### src/ebi_defs.svh
// Constants for the external bus interface: encodings, reset values, vectors.
// Assumes inclusion by the package and by the design module.
`ifndef EBI_DEFS_SVH
`define EBI_DEFS_SVH
`define EBI_ADDR_W 24
`define EBI_NUM_CS 8
`define EBI_SIZE_BYTE 2'h0
`define EBI_SIZE_HALF 2'h1
`define EBI_SIZE_WORD 2'h2
`define EBI_TYPE_READ 2'h0
`define EBI_TYPE_WRITE 2'h1
`define EBI_TYPE_FETCH 2'h2
`define EBI_PREFETCH_VECTOR 32'h0000000c
`define EBI_DATA_VECTOR 32'h00000010
`define EBI_CS0_BOOT_WAITS 4'h8
`define EBI_BOOT_BASE 12'h000
`define EBI_SWAP_NONE 3'h0
`define EBI_PAGE_MASK_ALL 12'hfff
`endif

### src/ebi_pkg.sv
// Types shared by the external bus interface and its surroundings.
// Assumes ebi_defs.svh sits in the same folder.
`include "ebi_defs.svh"
package ebi_pkg;
  // Per chip-select configuration
  typedef struct packed {
    logic [11:0] base; // Address bits 31..20 of the region
    logic [1:0] page; // Page size 1M, 4M, 16M, 64M bytes
    logic wait_state_enable; // Programmed waits used
    logic [3:0] wait_count; // Number of wait cycles
    logic bus_width_select; // 1 = 16-bit, 0 = 8-bit
    logic byte_access_type; // 1 = byte select, 0 = byte write
  } cs_cfg_s;
  // Access request from core or DMA
  typedef struct packed {
    logic [31:0] addr;
    logic [31:0] wdata; // Right aligned to size
    logic [1:0] size; // Byte, half-word, word
    logic write;
    logic fetch; // Instruction fetch
    logic internal; // Hits internal memory or peripherals
  } req_s;
  // Abort cause capture
  typedef struct packed {
    logic undefined;
    logic misaligned;
    logic [1:0] size;
    logic [1:0] kind; // Read, write or fetch
  } abort_cause_s;
  typedef enum logic [1:0] {st_idle, st_early, st_strobe} ebi_state_e;
endpackage

### src/external_bus_interface.sv
// External bus interface: decodes requests onto eight chip-select regions and
// drives the external strobes. Assumes a synchronous parallel bus on ref_clk.
//
// Notes on behaviour
// 24-bit address, eight selects, 16M bytes each
// Regions by base and page size
// Small memories repeat within their page
// Unmapped address raises prefetch or data abort
// Overlap asserts all; lowest select rules
// Abort address captured, last abort kept
// Abort cause: undefined, misaligned, size, type
// Abort capture reads zero after reset
// Internal access: address held, strobes idle
// Selects 0-3 low, 4-7 high on A20-23
// Swap field picks five pin assignments
// Per-select 8 or 16-bit data width
// 16-bit select chooses byte write/select
// Byte write: two write strobes, one read
// Byte select: lane selects, common strobes
// Select 0 boot defaults, width from strap
// Select 0 base applies after remap
// Early read after write adds wait
// Wide access split into narrow parts
`timescale 1ns/1ps
`include "ebi_defs.svh"
module external_bus_interface
  import ebi_pkg::*;
(
  // Clock and reset
  input wire logic ref_clk,
  input wire logic rst,
  // Request and answer
  input wire logic req_valid,
  input wire req_s req,
  output logic req_ready,
  output logic resp_done,
  output logic [31:0] resp_rdata,
  output logic prefetch_abort,
  output logic data_abort,
  output logic [31:0] abort_vector,
  // Configuration
  input wire cs_cfg_s [7:0] chip_select_config,
  input wire logic chip_select_zero_wr,
  input wire cs_cfg_s chip_select_zero_config,
  input wire logic remap_cmd,
  input wire logic [2:0] address_swap,
  input wire logic early_read,
  input wire logic boot_width_strap,
  // Abort and remap status
  output logic [31:0] abort_address_capture,
  output abort_cause_s abort_cause_status,
  output logic remapped,
  // External pins
  output logic [23:0] addr_pins,
  output logic [3:0] low_active_selects_n,
  output logic [15:0] data_out,
  output logic data_oe,
  input wire logic [15:0] data_in,
  output logic read_strobe_n,
  output logic lower_byte_write_strobe_n,
  output logic upper_byte_write_strobe_n,
  output logic output_enable_strobe_n,
  output logic common_write_strobe_n,
  output logic upper_byte_select_n,
  output logic lower_byte_select_n
);

  // Whole state of the block
  typedef struct packed {
    ebi_state_e st;
    logic strap_a; // Strap synchroniser first stage
    logic strap_b; // Strap synchroniser second stage
    logic strap_load; // Catch strap once after reset release
    logic remapped;
    cs_cfg_s cs0; // Select 0 configuration, boot defaults
    req_s rq; // Latched request
    logic [7:0] match; // All selects hit by the request
    cs_cfg_s cfg; // Configuration of the ruling select
    logic [1:0] part; // Current part of a split access
    logic [1:0] last_part;
    logic [3:0] wcnt; // Wait cycles left in this part
    logic [23:0] ext_addr; // Held after the access ends
    logic [31:0] rdata;
    logic last_wr; // Last external access was a write
    logic done;
    logic pabort;
    logic dabort;
    logic [31:0] vector;
    logic [31:0] abort_addr;
    abort_cause_s cause;
  } state_s;

  state_s s;
  state_s next_s;

  // Effective per-select configuration, select 0 taken from its own register
  cs_cfg_s eff [8];
  logic [7:0] hit;
  logic [2:0] ruler;
  logic misal;

  // Address decode: masked compare of bits 31..20 against every base
  always_comb begin
    for (int i = 0; i < `EBI_NUM_CS; i++) begin
      eff[i] = (i == 0) ? s.cs0 : chip_select_config[i];
    end
    if (!s.remapped) begin
      eff[0].base = `EBI_BOOT_BASE;
    end
    for (int i = 0; i < `EBI_NUM_CS; i++) begin
      // Low address bits pass untouched, so a small memory repeats in its page
      hit[i] = ((req.addr[31:20] ^ eff[i].base) &
        (`EBI_PAGE_MASK_ALL << {eff[i].page, 1'b0})) == 12'h000;
    end
    // Lowest numbered hit rules the access
    ruler = 3'h0;
    for (int i = `EBI_NUM_CS - 1; i >= 0; i--) begin
      if (hit[i]) begin
        ruler = i[2:0];
      end
    end
    // Misaligned half-words and words
    case (req.size)
      `EBI_SIZE_HALF: misal = req.addr[0];
      `EBI_SIZE_WORD: misal = req.addr[1:0] != 2'h0;
      default: misal = 1'b0;
    endcase
  end

  // Next state
  always_comb begin
    cs_cfg_s c;
    logic w16;
    c = eff[ruler];
    w16 = 1'b0;
    next_s = s;
    next_s.done = 1'b0;
    next_s.pabort = 1'b0;
    next_s.dabort = 1'b0;
    // Strap passes two flops, then is caught once after reset
    next_s.strap_a = boot_width_strap;
    next_s.strap_b = s.strap_a;
    next_s.strap_load = 1'b0;
    if (s.strap_load) begin
      next_s.cs0.bus_width_select = s.strap_b;
    end
    // Software may rewrite select 0 at any time; base waits for remap
    if (chip_select_zero_wr) begin
      next_s.cs0 = chip_select_zero_config;
    end
    if (remap_cmd) begin
      next_s.remapped = 1'b1;
    end
    case (s.st)
      st_idle: begin
        if (req_valid && req.internal) begin
          // Pins keep their last external level
          next_s.done = 1'b1;
        end else if (req_valid && (hit == 8'h00 || misal)) begin
          next_s.done = 1'b1;
          next_s.abort_addr = req.addr;
          next_s.cause.undefined = hit == 8'h00;
          next_s.cause.misaligned = misal;
          next_s.cause.size = req.size;
          next_s.cause.kind = req.fetch ? `EBI_TYPE_FETCH :
            (req.write ? `EBI_TYPE_WRITE : `EBI_TYPE_READ);
          next_s.pabort = req.fetch;
          next_s.dabort = !req.fetch;
          next_s.vector = req.fetch ? `EBI_PREFETCH_VECTOR : `EBI_DATA_VECTOR;
        end else if (req_valid) begin
          w16 = c.bus_width_select;
          next_s.rq = req;
          next_s.match = hit;
          next_s.cfg = c;
          next_s.part = 2'h0;
          next_s.rdata = 32'h0;
          // Parts per access: word 2 or 4, half 1 or 2, byte 1
          case (req.size)
            `EBI_SIZE_WORD: next_s.last_part = w16 ? 2'h1 : 2'h3;
            `EBI_SIZE_HALF: next_s.last_part = w16 ? 2'h0 : 2'h1;
            default: next_s.last_part = 2'h0;
          endcase
          next_s.ext_addr = req.addr[23:0];
          next_s.wcnt = c.wait_state_enable ? c.wait_count : 4'h0;
          // Read after write in early protocol gets a spare cycle
          next_s.st = (early_read && s.last_wr && !req.write) ? st_early
            : st_strobe;
        end
      end
      st_early: begin
        next_s.st = st_strobe;
      end
      st_strobe: begin
        if (s.wcnt != 4'h0) begin
          next_s.wcnt = s.wcnt - 4'h1;
        end else begin
          // Read capture at the end of each part
          if (!s.rq.write) begin
            if (!s.cfg.bus_width_select) begin
              next_s.rdata[{s.part, 3'h0} +: 8] = data_in[7:0];
            end else if (s.rq.size == `EBI_SIZE_BYTE) begin
              next_s.rdata[7:0] = s.ext_addr[0] ? data_in[15:8] : data_in[7:0];
            end else begin
              next_s.rdata[{s.part[0], 4'h0} +: 16] = data_in;
            end
          end
          if (s.part != s.last_part) begin
            next_s.part = s.part + 2'h1;
            next_s.ext_addr = s.ext_addr +
              (s.cfg.bus_width_select ? 24'h000002 : 24'h000001);
            next_s.wcnt = s.cfg.wait_state_enable ? s.cfg.wait_count : 4'h0;
          end else begin
            next_s.st = st_idle;
            next_s.done = 1'b1;
            next_s.last_wr = s.rq.write;
          end
        end
      end
      default: next_s.st = st_idle;
    endcase
  end

  // State register
  always_ff @(posedge ref_clk) begin
    if (rst) begin
      s <= '0;
      s.st <= st_idle;
      s.strap_load <= 1'b1;
      // Strap keeps flowing while reset is held, else select 0 boots on a zero
      s.strap_a <= boot_width_strap;
      s.strap_b <= s.strap_a;
      s.cs0.wait_count <= `EBI_CS0_BOOT_WAITS;
    end else begin
      s <= next_s;
    end
  end

  // Pin and strobe decode
  logic strobe;
  logic lane_lo;
  logic lane_hi;
  logic bsel;
  logic [7:0] cs_on;
  always_comb begin
    strobe = s.st == st_strobe;
    cs_on = (s.st != st_idle) ? s.match : 8'h00;
    // Byte accesses on a 16-bit select use one lane
    lane_lo = !s.cfg.bus_width_select || s.rq.size != `EBI_SIZE_BYTE ||
      !s.ext_addr[0];
    lane_hi = s.cfg.bus_width_select &&
      (s.rq.size != `EBI_SIZE_BYTE || s.ext_addr[0]);
    bsel = s.cfg.bus_width_select && s.cfg.byte_access_type;
    // Top address lines give way to high selects from A23 down
    addr_pins = s.ext_addr;
    for (int k = 0; k < 4; k++) begin
      if (k < address_swap) begin
        addr_pins[23 - k] = cs_on[4 + k];
      end
    end
    if (bsel) begin
      addr_pins[0] = !(strobe && lane_lo);
    end
    low_active_selects_n = ~cs_on[3:0];
    // Byte write strobes, also used for 8-bit selects
    read_strobe_n = !(strobe && !s.rq.write && !bsel);
    lower_byte_write_strobe_n = !(strobe && s.rq.write && !bsel && lane_lo);
    upper_byte_write_strobe_n = !(strobe && s.rq.write && !bsel && lane_hi);
    // Byte select strobes
    output_enable_strobe_n = !(strobe && !s.rq.write && bsel);
    common_write_strobe_n = !(strobe && s.rq.write && bsel);
    lower_byte_select_n = !(strobe && bsel && lane_lo);
    upper_byte_select_n = !(strobe && bsel && lane_hi);
    // Write data bus, released outside writes
    data_oe = strobe && s.rq.write;
    if (!s.cfg.bus_width_select) begin
      data_out = {8'h00, s.rq.wdata[{s.part, 3'h0} +: 8]};
    end else if (s.rq.size == `EBI_SIZE_BYTE) begin
      data_out = {s.rq.wdata[7:0], s.rq.wdata[7:0]};
    end else begin
      data_out = s.rq.wdata[{s.part[0], 4'h0} +: 16];
    end
  end

  // Answer outputs
  assign req_ready = s.st == st_idle;
  assign resp_done = s.done;
  assign resp_rdata = s.rdata;
  assign prefetch_abort = s.pabort;
  assign data_abort = s.dabort;
  assign abort_vector = s.vector;
  assign abort_address_capture = s.abort_addr;
  assign abort_cause_status = s.cause;
  assign remapped = s.remapped;
endmodule

### config.mk
export PLATFORM = sky130hd
export DESIGN_NAME = external_bus_interface
export DESIGN_NICKNAME = d
export VERILOG_FILES = /design/src/ebi_pkg.sv /design/src/external_bus_interface.sv
export VERILOG_INCLUDE_DIRS = /design/src
export SDC_FILE = /design/constraint.sdc
export NUM_CORES = 1
export LEC_CHECK = 0
export BUFFER_PORTS_ARGS = -buffer_cell sky130_fd_sc_hd__buf_2
export CORE_AREA = 2 2 172 174
export DETAILED_ROUTE_END_ITERATION = 10
export DIE_AREA = 0 0 174 176
export PLACE_DENSITY = 0.68
export SYNTH_ARGS = -nofsm -noshare
export SYNTH_HDL_FRONTEND = slang
export SYNTH_SLANG_ARGS = --single-unit
### constraint.sdc
create_clock -name ref_clk -period 5.19 [get_ports ref_clk]
set_clock_uncertainty 0.15 [all_clocks]
set_input_delay 1.038 -clock ref_clk [delete_from_list [all_inputs] [get_ports ref_clk]]
set_output_delay 1.038 -clock ref_clk [all_outputs]
set_load 0.1 [all_outputs]
==> metrics, run 1 <==
Max Fanout on Critical Path=12; IO Pins=between 400 and 500; Synth top area share=0.315; cell area after synthesis=~0.012 mm2; Logic pwr share=0.193; maximum vdd ir drop=~190 uV; crit path DAT=about 4.4 ns; Internal Power=between 0.002 and 0.0025 W; Critical Path Start Type=primary input; Cell variety after synth=79; clock slew at reported path FFs=0.07 ns; Synth Area per Inst=about 7.8 um2; WL final=39600 um; post-CTS resize count=0; critical setup path kind=in -> reg; num rows=62; largest net degree at the start of global routing=123; synth top area cells=dfxtp_1 (31%), buf_4 (8.1%), nand2_1 (7.0%), a21oi_1 (6.5%), mux2i_1 (6.1%); die height=~180 um; first-pass GRT wire length=~60000 um; cells after synthesis=1493; # nets final=between 2000 and 2500; antenna violations before repair=3; area grow syn2layout=17.2%; layout cell share with drive strength beyond 1=0.276; Fmax achieved=0.240 GHz; starting density of the core=0.410; Reg power frac=0.421; Post-synth EDFFs=0; Seq cells post-synth=between 150 and 200; RSZ-0062 raised after global routing=false; outcome=finished, final reports clean; drt pass-1 iters=5; measured slew at the worst slew-check pin=~1.1 ns; # port buffers=392; Ys Warns=0; worst hold path class=reg -> reg; Seq/Total Area, Yosys=0.315; CTS H-tree depth=4; Cell Count, Final, Fillers Out=2132; GPL Wtd Cong=just over 0.9; Max-slew headroom=0.236; Iter 0 DRT Violations=between 800 and 900; CTS Sinks=between 150 and 200; PD cells=roughly 250 mW/mm2; Worst-Skew Late Latency=~0.44 ns; ys async rst share=0; vias per cell=5.40; Tmin final=4.17 ns; Pleak=5.68 nW; Net Switching=0.00115 W; Fin Setup TNS=0 ns; Setup-failing EPs final=0; Worst EP required=5.39 ns; Clock power frac=0.386; Slew Viols, Final=0; DP Wirelength=~29000 um; clock tree from TritonCTS=yes; vias in the first global route=between 10000 and 15000; TritonCTS buffer count=17; Root Driver=clkbuf_16; Area after DPL=0.0131 mm2; Final Cycle Share=0.803; final hold violations=0; total die area=0.0306 mm2; DR vias=around 12000; Core Area=around 0.029 mm2; Placed Instances=about 2100; Wirelength per Cell=around 19 um; Synth Flop Type=dfxtp_1; DIE WIDTH=between 150 and 200 um; Sw Share=0.328; Clock Path Buffers=2; gr usage total=0.254; DRC violations left=0; antenna-violating nets left=0; crit end category=flop; Setup Buffers After CTS=0; fin area=~0.014 mm2; gr ovfl total=0; hold_buf cts=0; area leader, netlist=dfxtp_1; max cap viols=0
## per-layer routing
| metal | track usage | vias to the layer above | wire length [um] |
|---|---|---|---|
| met5 | 0 | - | 23 |
| met1 | 0.306 | 5413 | 16100 |
| met2 | 0.445 | 445 | 19600 |
| li1 | - | 5569 | - |
| met3 | 0.0586 | 72 | 2820 |
| met4 | 0.0861 | 4 | 1060 |
## cell usage after synthesis (7+ instances only)
library cell and n:
buf_4 126, a21boi_0 8, nor3b_1 9, nand2_1 219, clkbuf_1 67, nor3_1 35, a32o_1 9, mux2i_1 71
o22ai_1 8, buf_1 10, a31oi_1 8, a22oi_1 11, buf_2 15, xor2_1 43, ha_1 10, nand2b_1 7
a32oi_1 12, inv_1 14, a211oi_1 24, dfxtp_1 184, mux4_2 8, xnor2_1 54, o211ai_1 7, a2111oi_0 8
nand3_1 16, nand4_1 17, a221oi_1 16, a221o_1 8, o21ai_0 59, and2_1 8, a21oi_1 152, o21ai_1 7
nor2_1 153
## path summary, 6_finish.rpt
| path | start | endpoint | slack [ns] | cells past startpoint |
|---|---|---|---|---|
| max | req[59] | s[134]$_SDFFE_PP0P_ | 1.02 | 12 |
| min | next_s[259]$_DFF_P_ | s[259]$_DFF_P_ | 0.18 | 0 |
| max reg2reg | remapped$_SDFFE_PP0P_ | s[134]$_SDFFE_PP0P_ | 1.34 | 11 |
| min reg2reg | next_s[259]$_DFF_P_ | s[259]$_DFF_P_ | 0.18 | 0 |
## power by group through the flow
stage	Sequential, W	Combinational [W]	Clock [W]
after floorplan	0.00150	0.000497	0
after global placement	0.00150	0.000663	0
after detailed placement	0.00150	0.000671	0
after CTS	0.00147	0.000672	0.00137
after global routing	0.00147	0.000715	0.00144
final	0.00147	0.000672	0.00135
## metrics by stage
step           hold WS (ns)  power [W]  utilization  setup slack, ns
6_report              0.183    0.00349        0.481             1.02
4_1_cts               0.185    0.00352        0.481             1.05
3_5_place_dp          0.168    0.00217        0.460            0.610
5_1_grt               0.188    0.00362        0.481            0.837
2_1_floorplan         0.160    0.00200            -            0.166
3_3_place_gp          0.163    0.00216        0.460            0.660
## final cells by class
| type | count | area [um2] |
|---|---|---|
| flip-flops and latches | 184 | 3680 |
| repair buffers | 416 | 2150 |
| clock buffers | 18 | 439 |
| clock inverters | 14 | 163 |
| fillers | 2938 | 14800 |
| diodes | 1 | 2.50 |
| multi-input cells | 1099 | 6750 |
| inverters | 16 | 60.1 |
| well taps | 384 | 480 |
## cell usage in the layout (no fill, tap or decap), drive strengths merged, types with 17 or more instances in the layout
cell type | synthesis | final
dfxtp | 184 | 184
a211oi | 25 | 25
inv | 14 | 19
nand2 | 220 | 220
xor2 | 43 | 43
clkbuf | 67 | 18
mux2i | 71 | 71
xnor2 | 55 | 55
nand4 | 17 | 17
a21oi | 154 | 154
buf | 155 | 416
o21ai | 66 | 66
conb | 1 | 29
nor3 | 36 | 36
nor2 | 153 | 153
## worst max-delay path: stages
cell,delay (ns)
buf_2,0.37
xnor2_1,0.18
a41oi_1,0.17
nor4_2,0.40
o21a_1,0.19
o211ai_2,0.12
a31oi_4,0.51
mux2i_1,0.31
mux2i_1,0.10
mux2_2,0.32
or4b_1,0.50
a21oi_1,0.14
## sequential cells by signal, summed over array words and instances (netlist names)
| signal | cells |
|---|---|
| s | 80 |
| remapped | 1 |
| next_s | 1 |
| resp_done | 1 |
| abort_cause_status | 5 |
| addr_pins | 19 |
| eff | 9 |
| prefetch_abort | 1 |
| resp_rdata | 32 |
| data_abort | 1 |
| abort_vector | 2 |
| abort_address_capture | 32 |
## cell families after synthesis
group / count (synthesis) / synth area share
buf+inv: 238 / 0.121
mux: 89 / 0.0857
simple gates: 502 / 0.188
other cells: 1 / 0.000320
xor+xnor: 98 / 0.0739
fa+ha+maj: 11 / 0.0124
compound gates: 370 / 0.204
flops: 184 / 0.315
Power figures use the tool's default switching activity.
==> run 2, diff against run 1 <==
--- a/config.mk
+++ b/config.mk
@@ -6,11 +6,12 @@
 export SDC_FILE = /design/constraint.sdc
 export NUM_CORES = 1
 export LEC_CHECK = 0
+export ABC_AREA = 1
 export BUFFER_PORTS_ARGS = -buffer_cell sky130_fd_sc_hd__buf_2
-export CORE_AREA = 2 2 172 174
+export CORE_AREA = 2 2 173 175
 export DETAILED_ROUTE_END_ITERATION = 10
-export DIE_AREA = 0 0 174 176
-export PLACE_DENSITY = 0.68
+export DIE_AREA = 0 0 175 177
+export PLACE_DENSITY = 0.73
 export SYNTH_ARGS = -nofsm -noshare
 export SYNTH_HDL_FRONTEND = slang
 export SYNTH_SLANG_ARGS = --single-unit
==> constraint.sdc (replaced) <==
create_clock -name ref_clk -period 3.5 [get_ports ref_clk]
set_clock_uncertainty 0.15 [all_clocks]
set_input_delay 0.7 -clock ref_clk [delete_from_list [all_inputs] [get_ports ref_clk]]
set_output_delay 0.7 -clock ref_clk [all_outputs]
set_load 0.1 [all_outputs]
==> run 2 against run 1 <==
Effect of this change: cell area rose by 8.0%; die area rose by 1.1%; wire length rose by 7.5%; combinational power rose by 110%; sequential share of layout area fell by 2.0 points; worst hold slack got worse by 0.0056 ns; first-iteration DRC count rose by 56%; largest cell class unchanged; utilization rose by 2.6 points; critical path type is now reg -> out; non-clock buffer count rose by 14.
==> metrics, run 2 <==
Clock Path Buffers=2 (unchanged); Synth Flop Type=dfxtp_1; gr ovfl total=0 (unchanged); Fmax achieved=0.309 GHz; DP Wirelength=31900 um (+8.3%); Placed Instances=2506 (+19%); HP Start=next_s[259]$_DFF_P_; cells after synthesis=1894 (+27%); largest net degree at the start of global routing=68 (-45%); Slew Viols, Final=0 (unchanged); post-layout util=0.507 (+0.0262); Synth Area per Inst=6.54 um2 (-17%); # nets final=2430 (+20%); most common cell in the netlist=nand2_1; Area after DPL=0.0143 mm2 (+8.7%); Worst-Skew Late Latency=0.44 ns (about the same); DR vias=13600 (+18%); PD cells=374 mW/mm2 (+47%); Cell Count, Final, Fillers Out=2539 (+19%); gr usage total=0.266 (+0.0119); Seq/Total Area, Yosys=0.297 (-0.0172); post-CTS resize count=0 (unchanged); layout cell share with drive strength beyond 1=0.239 (-0.0376); RSZ-0062 raised after global routing=false; Seq cells post-synth=184 (unchanged); Pleak=6.85 nW (+21%); Max Fanout on Critical Path=7 (-5); DRT met1 WL=17200 um (+6.4%); Post-synth EDFFs=0 (unchanged); die height=177 um (+0.57%); worst hold margin=0.177 ns (-0.00557 ns); hold_buf cts=0 (unchanged); R2R cell count=14 (+3); Worst Slack Setup Final=0.265 ns (-0.757 ns); Core Area=0.0292 mm2 (+2.4%); total die area=0.0310 mm2 (+1.1%); clock tree from TritonCTS=yes; critical setup path kind=reg -> out; measured slew at the worst slew-check pin=0.939 ns (-0.207 ns); Wirelength per Cell=16.8 um (-9.7%); TritonCTS buffer count=17 (unchanged); antenna violations before repair=0 (-3); ys async rst share=0 (unchanged); drt pass-1 iters=5 (unchanged); most flop-heavy register=s; worst hold path class=reg -> reg; Setup Buffers After CTS=0 (unchanged); R2R Path Start=s[139]$_SDFFE_PP0P_; DRC violations left=0 (unchanged); vias per cell=5.35 (-0.93%); Filler cells=2984 (+1.6%); R2R Path End=addr_pins[19]$_SDFFE_PP0P_; Final Cycle Share=0.924; Synth top area share=0.297 (-0.0172); Worst EP required=2.65 ns (-2.74 ns); DIE WIDTH=175 um (+0.57%); Setup-failing EPs final=0 (unchanged); final hold violations=0 (unchanged); outcome=finished, final reports clean; Post-Place Worst Slack=0.132 ns (-0.478 ns); CTS H-tree depth=4 (unchanged); first-pass GRT wire length=65900 um (+7.1%); commonest cells after routing, fill and taps aside=buf_2 (377), nand2_1 (298), nor2_1 (211); Ys Warns=0 (unchanged); fin area=0.0148 mm2 (+8.0%); maximum vdd ir drop=319 uV (+69%); cell area after synthesis=0.0124 mm2 (+5.8%); Root Driver=clkbuf_16; starting density of the core=0.424 (+0.0135); antenna-violating nets left=0 (unchanged); # port buffers=392 (unchanged); metal2 WL=21300 um (+8.6%); synth top area cells=dfxtp_1 (30%), nand2_1 (9.0%), a21oi_1 (8.2%), o21ai_0 (8.0%), buf_4 (7.8%); GPL Wtd Cong=0.922 (+0.12%); crit path DAT=2.39 ns (-1.98 ns); Routed met3 length=3050 um (+8.0%); hold path cells=0 (unchanged); Cell variety after synth=52 (-34%); Tmin final=about 3.2 ns; area grow syn2layout=19.7%; most common library cell in the layout ignoring fill and taps=buf_2; Critical Path Start Type=flop; crit end category=primary output; Max-slew headroom=0.373 (+0.138); reg-to-reg slack, setup=0.57 ns (-0.77 ns); most frequent cells after synthesis=nand2_1 (298), nor2_1 (215), a21oi_1 (203); Hold Path End=s[259]$_DFF_P_; area leader, netlist=dfxtp_1; WL final=42600 um (+7.5%); Iter 0 DRT Violations=1291 (+56%); IO Pins=443 (unchanged); max cap viols=0 (unchanged); uppermost layer routed=met4; vias in the first global route=12600 (+13%); num rows=63 (+1.6%); clock slew at reported path FFs=0.07 ns (about the same); max FFs per register=80 (unchanged); CTS Sinks=184 (unchanged)
-- run 2: how the worst max path moves through the flow --
stage	endpoint	start	slack, ns
final	upper_byte_write_strobe_n	s[262]$_SDFFE_PP0P_	0.26
after global routing	upper_byte_write_strobe_n	s[262]$_SDFFE_PP0P_	0.13
after detailed placement	s[134]$_SDFFE_PP0P_	req[60]	0.13
after floorplan	addr_pins[0]	s[171]$_SDFFE_PP0P_	-0.27
after CTS	upper_byte_write_strobe_n	s[262]$_SDFFE_PP0P_	0.29
after global placement	s[134]$_SDFFE_PP0P_	req[58]	0.17
-- run 2: per-layer routing --
metal,up-vias,GRT usage
li1,6615,-
met1,6234,0.319
met2,639,0.482
met3,84,0.0430
met4,0,0.0872
met5,-,0
-- run 2: per-stage QoR --
stage / power [W] / setup TNS (ns)
2_1_floorplan: 0.00336 / -0.437
3_3_place_gp: 0.00365 / 0
3_5_place_dp: 0.00367 / 0
4_1_cts: 0.00558 / 0
5_1_grt: 0.00576 / 0
6_report: 0.00554 / 0
-- run 2: logic make-up (layout without fill, tap and decap cells) --
kind of cell | after synthesis | count (layout) | synth area share
xor gates and xnor gates | 66 | 66 | 0.0467
adders and majority gates | 11 | 11 | 0.0117
DFF | 184 | 184 | 0.297
AOI/OAI and AO/OA | 531 | 531 | 0.241
other | 1 | 30 | 0.000303
and+or+nand+nor | 680 | 680 | 0.231
buffers and inverters | 421 | 647 | 0.171
-- run 2: power breakdown --
part / switching (W) / internal, W
Combinational: 0.00104 / 0.000362
Clock: 0.000902 / 0.00101
Sequential: 0.0000500 / 0.00217
Total: 0.00199 / 0.00355
-- run 2: area by class of cell --
type,count,area [um2],area share
clock inverter,13,119,0.00801
antenna,1,2.50,0.000169
inverter,185,697,0.0470
timing repair buffer,430,2570,0.173
multi-input combinational,1317,6830,0.460
clock buffer,19,443,0.0299
sequential,184,3680,0.248
tap,390,488,0.0329
-- run 2: critical path, stage by stage, from the launching register on --
cell      delay, ns
dfxtp_1        0.38
inv_1          0.10
nor2_1         0.30
clkinv_1       0.20
nor2_4         0.14
inv_1          0.14
a21oi_1        0.24
o211ai_1       0.13
buf_2          0.32
